`config.mk`:
```
export PLATFORM = sky130hd
export DESIGN_NAME = bisync_sync_dle_handler
export DESIGN_NICKNAME = d
export VERILOG_FILES = /design/src/bisync_pkg.sv /design/src/bisync_sync_dle_handler.sv
export SDC_FILE = /design/constraint.sdc
export NUM_CORES = 1
export LEC_CHECK = 0
export ABC_AREA = 1
export BUFFER_PORTS_ARGS = -buffer_cell sky130_fd_sc_hd__buf_4
export CAP_MARGIN = 25
export CORE_UTILIZATION = 40
export DETAILED_ROUTE_END_ITERATION = 6
export GPL_TIMING_DRIVEN = 0
export PLACE_DENSITY_LB_ADDON = 0.15
export SYNTH_ARGS = -nofsm -noshare
export SYNTH_HDL_FRONTEND = slang
export SYNTH_SLANG_ARGS = --single-unit
```
`constraint.sdc`:
```
create_clock -name clk -period 3.29 [get_ports clk]
set_input_delay 0.658 -clock clk [delete_from_list [all_inputs] [get_ports clk]]
set_output_delay 0.658 -clock clk [all_outputs]
set_load 0.05 [all_outputs]
```
`src/bisync_pkg.sv`:
```
// bisync_pkg: register offsets, field positions, reset values and shared types
// assumes a plain address/strobe register port with 16-bit data
package bisync_pkg;
    localparam int ADDR_W = 4;
    localparam int DATA_W = 16;
    localparam logic [3:0] OFF_SYNC_CHAR = 4'h0;
    localparam logic [3:0] OFF_DLE_CHAR = 4'h1;
    localparam logic [3:0] OFF_SYNC_PATTERN = 4'h2;
    localparam logic [3:0] OFF_MODE = 4'h3;
    localparam logic [3:0] OFF_STATUS = 4'h4;
    localparam logic [3:0] OFF_MASK = 4'h5;
    localparam logic [3:0] OFF_CTRL_TABLE = 4'h8;
    localparam int CTRL_ENTRIES = 4;
    localparam int VALID_BIT = 15;
    localparam int MODE_SYNC_LENGTH_FIELD_LSB = 0;
    localparam int MODE_TRANSP_BIT = 2;
    localparam int MODE_HUNT_BIT = 3;
    localparam int CT_REJECT_BIT = 14;
    localparam logic [15:0] RST_SYNC_CHAR = 16'h0000;
    localparam logic [15:0] RST_DLE_CHAR = 16'h0000;
    localparam logic [15:0] RST_SYNC_PATTERN = 16'h0000;
    localparam logic [15:0] RST_MODE = 16'h0008;
    localparam int EV_DLE_ERR = 0;
    localparam int EV_CTRL = 1;
    localparam int EV_SYNC_LOCK = 2;
    localparam int EV_UNDERRUN = 3;
    localparam int EV_W = 4;
    typedef enum logic [1:0] {
        SYNC_LENGTH_FIELD_NONE = 2'h0,
        SYNC_LENGTH_FIELD_4 = 2'h1,
        SYNC_LENGTH_FIELD_8 = 2'h2,
        SYNC_LENGTH_FIELD_16 = 2'h3
    } sync_length_field_type;
    typedef enum logic [3:0] {
        TX_IDLE = 4'h1,
        TX_SYNC = 4'h2,
        TX_DATA = 4'h4,
        TX_FILL = 4'h8
    } tx_state_type;
endpackage

```
`src/bisync_sync_dle_handler.sv`:
```
// bisync_sync_dle_handler: sync hunt, sync/dle stripping, dle-sync fill on transparent underrun
// assumes bytes arrive already deserialised with a bit-level hunt input alongside
//
// Design decisions made here: the placing of the registers and the plain strobed port.
`timescale 1ns/100ps

// Notes on behaviour
// - out of hunt, valid sync character dropped
// - dle register: valid bit, zeros, low byte
// - transparent underrun sends dle-sync pairs
// - transparent valid dle discarded, no check update
// - sync after dle discarded, no check update
// - dle after dle stored and checked
// - other follower looked up in control table
// - follower not in table closes with error
// - dle invalid: dle treated as data
// - receiver locks on 4, 8 or 16 bit pattern
// - whole pattern register sent lsb first
module bisync_sync_dle_handler
    import bisync_pkg::*;
(
    // clock and reset
    input wire logic clk,
    input wire logic rst_b,
    input wire logic clkEn,
    // register port
    input wire logic [bisync_pkg::ADDR_W-1:0] regAddr,
    input wire logic [bisync_pkg::DATA_W-1:0] regWrData,
    input wire logic regWrite,
    input wire logic regRead,
    output logic [bisync_pkg::DATA_W-1:0] regRdData,
    output logic irq,
    // serial line
    input wire logic rxBit,
    input wire logic rxBitValid,
    output logic txBit,
    output logic txBitValid,
    // receive characters from the deframer
    input wire logic [7:0] rxChar,
    input wire logic rxCharValid,
    output logic [7:0] bufChar,
    output logic bufCharValid,
    output logic bcsUpdate,
    output logic bufClose,
    output logic dleFollowErrorFlag,
    output logic rxLocked,
    // transmit characters
    input wire logic frameStart,
    input wire logic [7:0] txChar,
    input wire logic txCharValid,
    input wire logic txUnderrun,
    output logic txCharReady
);
    import bisync_pkg::*;

    // ----------------------------------------------------------------
    // registers
    // ----------------------------------------------------------------
    logic [15:0] syncCharReg, next_syncCharReg;
    logic [15:0] dleCharReg, next_dleCharReg;
    logic [15:0] syncPatternReg, next_syncPatternReg;
    logic [15:0] modeReg, next_modeReg;
    logic [EV_W-1:0] status, next_status;
    logic [EV_W-1:0] mask, next_mask;
    logic [15:0] ctrlTable [CTRL_ENTRIES];
    logic [15:0] next_ctrlTable [CTRL_ENTRIES];
    logic [15:0] rdData, next_rdData;
    logic [EV_W-1:0] events;
    sync_length_field_type sync_length_field;
    logic transparent;
    logic hunt;
    tx_state_type txState, next_txState;

    assign sync_length_field = sync_length_field_type'(modeReg[MODE_SYNC_LENGTH_FIELD_LSB +: 2]);
    assign transparent = modeReg[MODE_TRANSP_BIT];
    assign hunt = modeReg[MODE_HUNT_BIT];

    always_comb begin
        next_syncCharReg = syncCharReg;
        next_dleCharReg = dleCharReg;
        next_syncPatternReg = syncPatternReg;
        next_modeReg = modeReg;
        next_mask = mask;
        next_rdData = rdData;
        next_status = status | events;
        for (int i = 0; i < CTRL_ENTRIES; i++) begin
            next_ctrlTable[i] = ctrlTable[i];
        end
        if (rxLocked && hunt) begin
            next_modeReg[MODE_HUNT_BIT] = 1'b0;
        end
        if (regWrite) begin
            if (regAddr == OFF_SYNC_CHAR) begin
                next_syncCharReg = regWrData & 16'h80FF;
            end else if (regAddr == OFF_DLE_CHAR) begin
                next_dleCharReg = regWrData & 16'h80FF;
            end else if (regAddr == OFF_SYNC_PATTERN) begin
                next_syncPatternReg = regWrData;
            end else if (regAddr == OFF_MODE) begin
                next_modeReg = regWrData & 16'h000F;
            end else if (regAddr == OFF_STATUS) begin
                next_status = (status & ~regWrData[EV_W-1:0]) | events;
            end else if (regAddr == OFF_MASK) begin
                next_mask = regWrData[EV_W-1:0];
            end else if (regAddr[3] == 1'b1 && regAddr[2:0] < 3'(CTRL_ENTRIES)) begin
                next_ctrlTable[regAddr[1:0]] = regWrData & 16'hC0FF;
            end
        end
        if (regRead) begin
            if (regAddr == OFF_SYNC_CHAR) begin
                next_rdData = syncCharReg;
            end else if (regAddr == OFF_DLE_CHAR) begin
                next_rdData = dleCharReg;
            end else if (regAddr == OFF_SYNC_PATTERN) begin
                next_rdData = syncPatternReg;
            end else if (regAddr == OFF_MODE) begin
                next_rdData = modeReg;
            end else if (regAddr == OFF_STATUS) begin
                next_rdData = {12'h000, status};
            end else if (regAddr == OFF_MASK) begin
                next_rdData = {12'h000, mask};
            end else if (regAddr[3] == 1'b1 && regAddr[2:0] < 3'(CTRL_ENTRIES)) begin
                next_rdData = ctrlTable[regAddr[1:0]];
            end else begin
                next_rdData = 16'h0000;
            end
        end
    end

    always_ff @(posedge clk or negedge rst_b) begin
        if (!rst_b) begin
            syncCharReg <= RST_SYNC_CHAR;
            dleCharReg <= RST_DLE_CHAR;
            syncPatternReg <= RST_SYNC_PATTERN;
            modeReg <= RST_MODE;
            status <= '0;
            mask <= '0;
            rdData <= 16'h0000;
            for (int i = 0; i < CTRL_ENTRIES; i++) begin
                ctrlTable[i] <= 16'h0000;
            end
        end else if (clkEn) begin
            syncCharReg <= next_syncCharReg;
            dleCharReg <= next_dleCharReg;
            syncPatternReg <= next_syncPatternReg;
            modeReg <= next_modeReg;
            status <= next_status;
            mask <= next_mask;
            rdData <= next_rdData;
            for (int i = 0; i < CTRL_ENTRIES; i++) begin
                ctrlTable[i] <= next_ctrlTable[i];
            end
        end
    end

    assign regRdData = rdData;
    assign irq = |(status & mask);

    // ----------------------------------------------------------------
    // receive sync hunt
    // ----------------------------------------------------------------
    logic [15:0] shiftIn, next_shiftIn;
    logic locked, next_locked;
    logic patMatch;

    always_comb begin
        case (sync_length_field)
            SYNC_LENGTH_FIELD_4: patMatch = shiftIn[15:12] == syncPatternReg[3:0];
            SYNC_LENGTH_FIELD_8: patMatch = shiftIn[15:8] == syncPatternReg[7:0];
            SYNC_LENGTH_FIELD_16: patMatch = shiftIn == syncPatternReg;
            default: patMatch = 1'b0;
        endcase
    end

    always_comb begin
        next_shiftIn = shiftIn;
        next_locked = locked;
        if (rxBitValid) begin
            next_shiftIn = {rxBit, shiftIn[15:1]};
        end
        if (hunt && !locked && patMatch) begin
            next_locked = 1'b1;
        end else if (hunt && locked) begin
            next_locked = 1'b0;
        end
    end

    always_ff @(posedge clk or negedge rst_b) begin
        if (!rst_b) begin
            shiftIn <= 16'h0000;
            locked <= 1'b0;
        end else if (clkEn) begin
            shiftIn <= next_shiftIn;
            locked <= next_locked;
        end
    end

    assign rxLocked = locked;

    // ----------------------------------------------------------------
    // receive character filter
    // ----------------------------------------------------------------
    logic afterDle, next_afterDle;
    logic [7:0] outChar, next_outChar;
    logic outValid, next_outValid, outBcs, next_outBcs;
    logic outClose, next_outClose, outErr, next_outErr;
    logic isSync, isDle, dleOn;
    logic [CTRL_ENTRIES-1:0] ctHit;
    logic ctAny, ctReject;

    assign isSync = rxChar == syncCharReg[7:0];
    assign isDle = rxChar == dleCharReg[7:0];
    assign dleOn = transparent && dleCharReg[VALID_BIT];

    generate
        for (genvar g = 0; g < CTRL_ENTRIES; g++) begin : gCt
            assign ctHit[g] = ctrlTable[g][VALID_BIT] && ctrlTable[g][7:0] == rxChar;
        end
    endgenerate

    always_comb begin
        ctAny = |ctHit;
        ctReject = 1'b0;
        for (int i = 0; i < CTRL_ENTRIES; i++) begin
            if (ctHit[i] && ctrlTable[i][CT_REJECT_BIT]) begin
                ctReject = 1'b1;
            end
        end
    end

    always_comb begin
        next_afterDle = afterDle;
        next_outChar = outChar;
        next_outValid = 1'b0;
        next_outBcs = 1'b0;
        next_outClose = 1'b0;
        next_outErr = 1'b0;
        events = '0;
        if (rxCharValid && !hunt) begin
            next_outChar = rxChar;
            if (afterDle) begin
                next_afterDle = 1'b0;
                if (isSync) begin
                    next_outValid = 1'b0;
                end else if (isDle) begin
                    next_outValid = 1'b1;
                    next_outBcs = 1'b1;
                end else if (ctAny) begin
                    next_outValid = !ctReject;
                    next_outClose = !ctReject;
                    events[EV_CTRL] = 1'b1;
                end else begin
                    next_outClose = 1'b1;
                    next_outErr = 1'b1;
                    events[EV_DLE_ERR] = 1'b1;
                end
            end else if (dleOn && isDle) begin
                next_afterDle = 1'b1;
            end else if (isSync && syncCharReg[VALID_BIT]) begin
                next_outValid = 1'b0;
            end else begin
                next_outValid = 1'b1;
                next_outBcs = 1'b1;
            end
        end
        if (hunt) begin
            next_afterDle = 1'b0;
        end
        events[EV_SYNC_LOCK] = hunt && !locked && patMatch;
        events[EV_UNDERRUN] = txState == TX_DATA && txUnderrun;
    end

    always_ff @(posedge clk or negedge rst_b) begin
        if (!rst_b) begin
            afterDle <= 1'b0;
            outChar <= 8'h00;
            outValid <= 1'b0;
            outBcs <= 1'b0;
            outClose <= 1'b0;
            outErr <= 1'b0;
        end else if (clkEn) begin
            afterDle <= next_afterDle;
            outChar <= next_outChar;
            outValid <= next_outValid;
            outBcs <= next_outBcs;
            outClose <= next_outClose;
            outErr <= next_outErr;
        end
    end

    assign bufChar = outChar;
    assign bufCharValid = outValid;
    assign bcsUpdate = outBcs;
    assign bufClose = outClose;
    assign dleFollowErrorFlag = outErr;

    // ----------------------------------------------------------------
    // transmit sync pattern and underrun fill
    // ----------------------------------------------------------------
    logic [3:0] bitCnt, next_bitCnt;
    logic fillSync, next_fillSync;
    logic outBit, next_outBit, outBitValid, next_outBitValid;
    logic [7:0] fillChar;

    assign fillChar = fillSync ? syncCharReg[7:0] : dleCharReg[7:0];

    always_comb begin
        next_txState = txState;
        next_bitCnt = bitCnt;
        next_fillSync = fillSync;
        next_outBit = 1'b1;
        next_outBitValid = 1'b0;
        txCharReady = 1'b0;
        case (txState)
            TX_IDLE: begin
                if (frameStart) begin
                    next_bitCnt = 4'h0;
                    next_txState = sync_length_field == SYNC_LENGTH_FIELD_NONE ? TX_DATA : TX_SYNC;
                end
            end
            TX_SYNC: begin
                next_outBit = syncPatternReg[bitCnt];
                next_outBitValid = 1'b1;
                next_bitCnt = bitCnt + 4'h1;
                if (bitCnt == 4'hF) begin
                    next_txState = TX_DATA;
                end
            end
            TX_DATA: begin
                txCharReady = 1'b1;
                if (txUnderrun && transparent) begin
                    next_fillSync = 1'b0;
                    next_bitCnt = 4'h0;
                    next_txState = TX_FILL;
                end else if (txUnderrun) begin
                    next_txState = TX_IDLE;
                end
            end
            default: begin
                next_outBit = fillChar[bitCnt[2:0]];
                next_outBitValid = 1'b1;
                next_bitCnt = {1'b0, bitCnt[2:0] + 3'h1};
                if (bitCnt[2:0] == 3'h7) begin
                    next_fillSync = !fillSync;
                    if (fillSync && txCharValid) begin
                        next_txState = TX_DATA;
                    end
                end
            end
        endcase
    end

    always_ff @(posedge clk or negedge rst_b) begin
        if (!rst_b) begin
            txState <= TX_IDLE;
            bitCnt <= 4'h0;
            fillSync <= 1'b0;
            outBit <= 1'b1;
            outBitValid <= 1'b0;
        end else if (clkEn) begin
            txState <= next_txState;
            bitCnt <= next_bitCnt;
            fillSync <= next_fillSync;
            outBit <= next_outBit;
            outBitValid <= next_outBitValid;
        end
    end

    assign txBit = outBit;
    assign txBitValid = outBitValid;

    // ----------------------------------------------------------------
    // assertions
    // ----------------------------------------------------------------
    property p_sync_drop;
        @(posedge clk) disable iff (!rst_b)
        clkEn && rxCharValid && !hunt && !afterDle && isSync && syncCharReg[VALID_BIT]
            && !(dleOn && isDle) |=> !bufCharValid;
    endproperty
    a_sync_drop: assert property (p_sync_drop) else $error("sync char stored");

    property p_dle_strip;
        @(posedge clk) disable iff (!rst_b)
        clkEn && rxCharValid && !hunt && !afterDle && dleOn && isDle
            |=> !bufCharValid && !bcsUpdate && afterDle;
    endproperty
    a_dle_strip: assert property (p_dle_strip) else $error("dle not stripped");

    property p_dle_sync;
        @(posedge clk) disable iff (!rst_b)
        clkEn && rxCharValid && !hunt && afterDle && isSync |=> !bufCharValid && !bcsUpdate;
    endproperty
    a_dle_sync: assert property (p_dle_sync) else $error("sync after dle kept");

    property p_dle_dle;
        @(posedge clk) disable iff (!rst_b)
        clkEn && rxCharValid && !hunt && afterDle && !isSync && isDle
            |=> bufCharValid && bcsUpdate && bufChar == $past(rxChar);
    endproperty
    a_dle_dle: assert property (p_dle_dle) else $error("second dle lost");

    property p_dle_err;
        @(posedge clk) disable iff (!rst_b)
        clkEn && rxCharValid && !hunt && afterDle && !isSync && !isDle && !ctAny
            |=> bufClose && dleFollowErrorFlag ##1 status[EV_DLE_ERR];
    endproperty
    a_dle_err: assert property (p_dle_err) else $error("follow error missing");

    property p_dle_plain;
        @(posedge clk) disable iff (!rst_b)
        clkEn && rxCharValid && !hunt && !afterDle && !dleCharReg[VALID_BIT] && isDle
            && !(isSync && syncCharReg[VALID_BIT]) |=> bufCharValid && bcsUpdate;
    endproperty
    a_dle_plain: assert property (p_dle_plain) else $error("plain dle dropped");

    property p_sync_tx;
        @(posedge clk) disable iff (!rst_b)
        clkEn && txState == TX_IDLE && frameStart && sync_length_field != SYNC_LENGTH_FIELD_NONE
            |=> txState == TX_SYNC ##1 txBitValid && txBit == $past(syncPatternReg[0], 2);
    endproperty
    a_sync_tx: assert property (p_sync_tx) else $error("pattern not sent");

    property p_no_sync_tx;
        @(posedge clk) disable iff (!rst_b)
        clkEn && txState == TX_IDLE && frameStart && sync_length_field == SYNC_LENGTH_FIELD_NONE |=> txState == TX_DATA;
    endproperty
    a_no_sync_tx: assert property (p_no_sync_tx) else $error("pattern sent");

    property p_fill;
        @(posedge clk) disable iff (!rst_b)
        clkEn && txState == TX_DATA && txUnderrun && transparent |=> txState == TX_FILL;
    endproperty
    a_fill: assert property (p_fill) else $error("no dle-sync fill");

    c_lock: cover property (@(posedge clk) disable iff (!rst_b) hunt && patMatch ##1 locked);
    c_fill: cover property (@(posedge clk) disable iff (!rst_b) txState == TX_FILL);
    c_err: cover property (@(posedge clk) disable iff (!rst_b) dleFollowErrorFlag);
endmodule

```
==> impl_results.md <==
- Status: completed
- Flops & latches, synth: 143
- Detailed placement HPWL: 17.6 mm
- Die ar.: 19600 µm²
- Mux contribution to synthesized area: 0.591%
- CP Data Required Time: between 2 and 3 ns
- Initial DRC count: approximately 580
- Seq/Total Area, Yosys: between 40% and 50%
- Root Buffer: clkbuf_16
- Crit path from: txState[0]$_DFFE_PN1P_
- Share of layout cells above drive strength 1: 12.0%
- Die width: 140 µm
- Crit path DAT: 1.50 ns
- Num rows: 50
- RSZ-0062 raised after global routing: false
- Pre-CTS setup slack: between 1 and 1.5 ns
- Syn_area_per_cell: roughly 7.4 µm²
- Synth Area in Adders: 0.329%
- Largest net degree at the start of global routing: between 80 and 90
- Worst-path clk slew: 0.06 ns
- # DRC: 0
- Worst-skew pair later-pin latency: roughly 0.43 ns
- Post-CTS setup repair buffer count: 0
- Post-CTS Resized: 0
- Vias in the first global route: 6712
- WS Path Type: flip-flop to output pin
- FMAX: 462 MHz
- Register area: 3580 µm²
- DR vias/cell: ~5.2
- Final period util: 65.7%
- Hold_buf cts: 0
- Slew @ Worst Pin: 0.671 ns
- Finished Cell Area: 9040 µm²
- Clk buf depth: 2
- Worst Slack Setup Final: between 1 and 1.5 ns
- Router iterations before antenna repair: 6
- WL/cell: 17.8 µm
- Post-Route WL: 24.1 mm
- Post-Route Setup TNS: 0 ns
- IO Pins: 80
- TritonCTS clock tree: yes
- Cells after Synth: around 1000
- Gr ovfl total: 0
- Clock period minus worst slack: 2.16 ns
- Multi-input gate area: 3500 µm²
- HP Class: input pin to asynchronous set/reset pin
- Fin. max-slew vios: 0
- Diode count: 0
- Total CTS buffers: 17
- GRT Total Usage: 26.0%
- Buffers on Ports: 65
- Via Count: approximately 7000
- Max cap viols: 0
- DP Area: around 8400 µm²
- Setup Skew: between 0.009 and 0.01 ns
- Sink Count: 143
- Simple-Gate Fraction of Synth Area: 28.1%
- XOR/XNOR Fraction of Synth Area: ~3.6%
- Max-slew headroom: 54.8%
- Yosys warnings: 0
- Critical path fanouts, max: 5
- Synth unique cells: 41
- Area delta synth->final: 18.7%
- Setup-failing EPs final: 0
- PD cells: between 700 and 800 nW/µm²
- Mapped Nets: 1073
- Core area: 18700 µm²
- Post-DRT Antenna Nets: 0
- Leak pwr: about 0.0044 µW
- Largest family of logic cells by synthesized area: simple AND/OR/NAND/NOR gates
- Synth Area in Compound Gates: between 10% and 20%
- Nets: approximately 1200
- Htree depth: 4
- Worst R2R Start: txState[3]$_DFFE_PN0P_
- Global-route wire length before repair: 38.3 mm
- Initial Util: 40.7%
- Layout fillers: 1914
- Initial antenna violation count: 0
- Synthesized area: 7620 µm²
- Worst setup EP type: output pin
- Final Hold Fails: 0
- Worst hold margin: between 0.2 and 0.25 ns
- CP Launch Type: flip-flop
- VDD IR max: 0.392 mV
- Global placement routability congestion: around 0.87
- Die Y: 140 µm
## worst paths after layout
check                                                       to  slack [ns]  cells after the start
worst min-delay path                  regRdData[7]$_DFFE_PN0P_        0.21                      1
min in group clk                syncPatternReg[11]$_DFFE_PN0P_        0.47                      2
max in group asynchronous               txState[0]$_DFFE_PN1P_        2.25                      2
worst max-delay path                               txCharReady        1.13                      4
worst max register to register          txState[1]$_DFFE_PN0P_        1.52                      6
worst min register to register        regRdData[5]$_DFFE_PN0P_        0.48                      2
## cells in the mapped netlist (all sizes together)
library cell	count	share of area [%]
a22o	1	0.12
ha	2	0.33
nor3b	1	0.16
nand4	16	1.3
or2	5	0.41
nand3b	2	0.20
nor4	1	0.082
xnor2	22	2.5
a22oi	2	0.20
o22ai	6	0.49
dfstp	3	1.0
nor3	7	0.46
o21ai	131	8.6
clkbuf	18	0.89
mux2	4	0.59
a31oi	2	0.16
nor2	69	3.8
a21oi	32	2.1
o211ai	6	0.59
xor2	9	1.0
o31ai	5	0.49
and2	1	0.082
dfrtp	140	46
inv	99	4.9
a221oi	3	0.35
o2111ai	3	0.35
nand2	366	18
clkinv	3	0.15
nand3	51	3.4
buf	14	1.1
## worst max-delay path: stages (launching register included)
cell,delay (ns)
dfstp_2,0.55
nor2_1,0.05
nand3_1,0.15
inv_1,0.12
buf_4,0.21
## registers in the layout, summed over array words and instances (netlist names)
| register | cells |
|---|---|
| bitCnt | 4 |
| txState | 4 |
| rxLocked | 1 |
| txBitValid | 1 |
| modeReg | 4 |
| regRdData | 16 |
| afterDle | 1 |
| syncPatternReg | 16 |
| syncCharReg | 9 |
| bufClose | 1 |
| fillSync | 1 |
| txBit | 1 |
| mask | 4 |
| bufCharValid | 1 |
| bcsUpdate | 1 |
| shiftIn | 16 |
| dleCharReg | 9 |
| status | 4 |
| ctrlTable | 40 |
| bufChar | 8 |
| dleFollowErrorFlag | 1 |
## report_power, final
part | leakage [µW] | switching, µW | internal (µW)
clock network | 0.000295 | 774 | 1270
registers | 0.00183 | 377 | 2120
logic | 0.00232 | 1190 | 624
## cell type report
| cell class | count | share of cell area (%) |
|---|---|---|
| Timing Repair Buffer | 66 | 5.74 |
| Clock buffer | 22 | 5.35 |
| Tap cell | 234 | 3.24 |
| Buffer | 32 | 1.63 |
| Inverter | 102 | 4.23 |
| Sequential cell | 143 | 39.6 |
| Clock inverter | 9 | 1.45 |
| Multi-Input combinational cell | 747 | 38.7 |
## layout by cell type, fill, tap and decap left out, types with 7 or more instances in the layout
master | synthesis | routed
inv_1 | 94 | 94
nand2_1 | 362 | 362
xor2_1 | 9 | 9
nand4_1 | 16 | 16
clkbuf_16 | 0 | 17
nand3_1 | 51 | 51
a21oi_1 | 32 | 32
xnor2_1 | 22 | 22
buf_4 | 2 | 66
o21ai_0 | 128 | 128
nor2_1 | 64 | 64
buf_2 | 10 | 10
dfrtp_1 | 140 | 140
clkbuf_1 | 18 | 19
nor3_1 | 7 | 7
## through the flow
step	instances	total power (µW)	utilization (%)
floorplan	1024	3700	-
global placement	1323	4290	44.9
detailed placement	1324	4330	45.1
CTS	1355	6370	48.3
global route	1355	6720	48.3
finish	1355	6360	48.3
## cell families after synthesis
kind of cell,Yosys count
xor gates and xnor gates,31
and+or+nand+nor,519
DFF,143
adders and majority gates,2
muxes,4
buffers and inverters,134
AOI/OAI and AO/OA,191
## metal layers
layer  track usage, %  share of wire (%)  routed length, µm
met1             36.1                 47              11200
met2             41.1                 46              11100
met3             5.20                5.5               1320
met4             7.23                1.8                434
met5                0                  0                  0
Note: power is estimated with default switching activity, not from simulation.
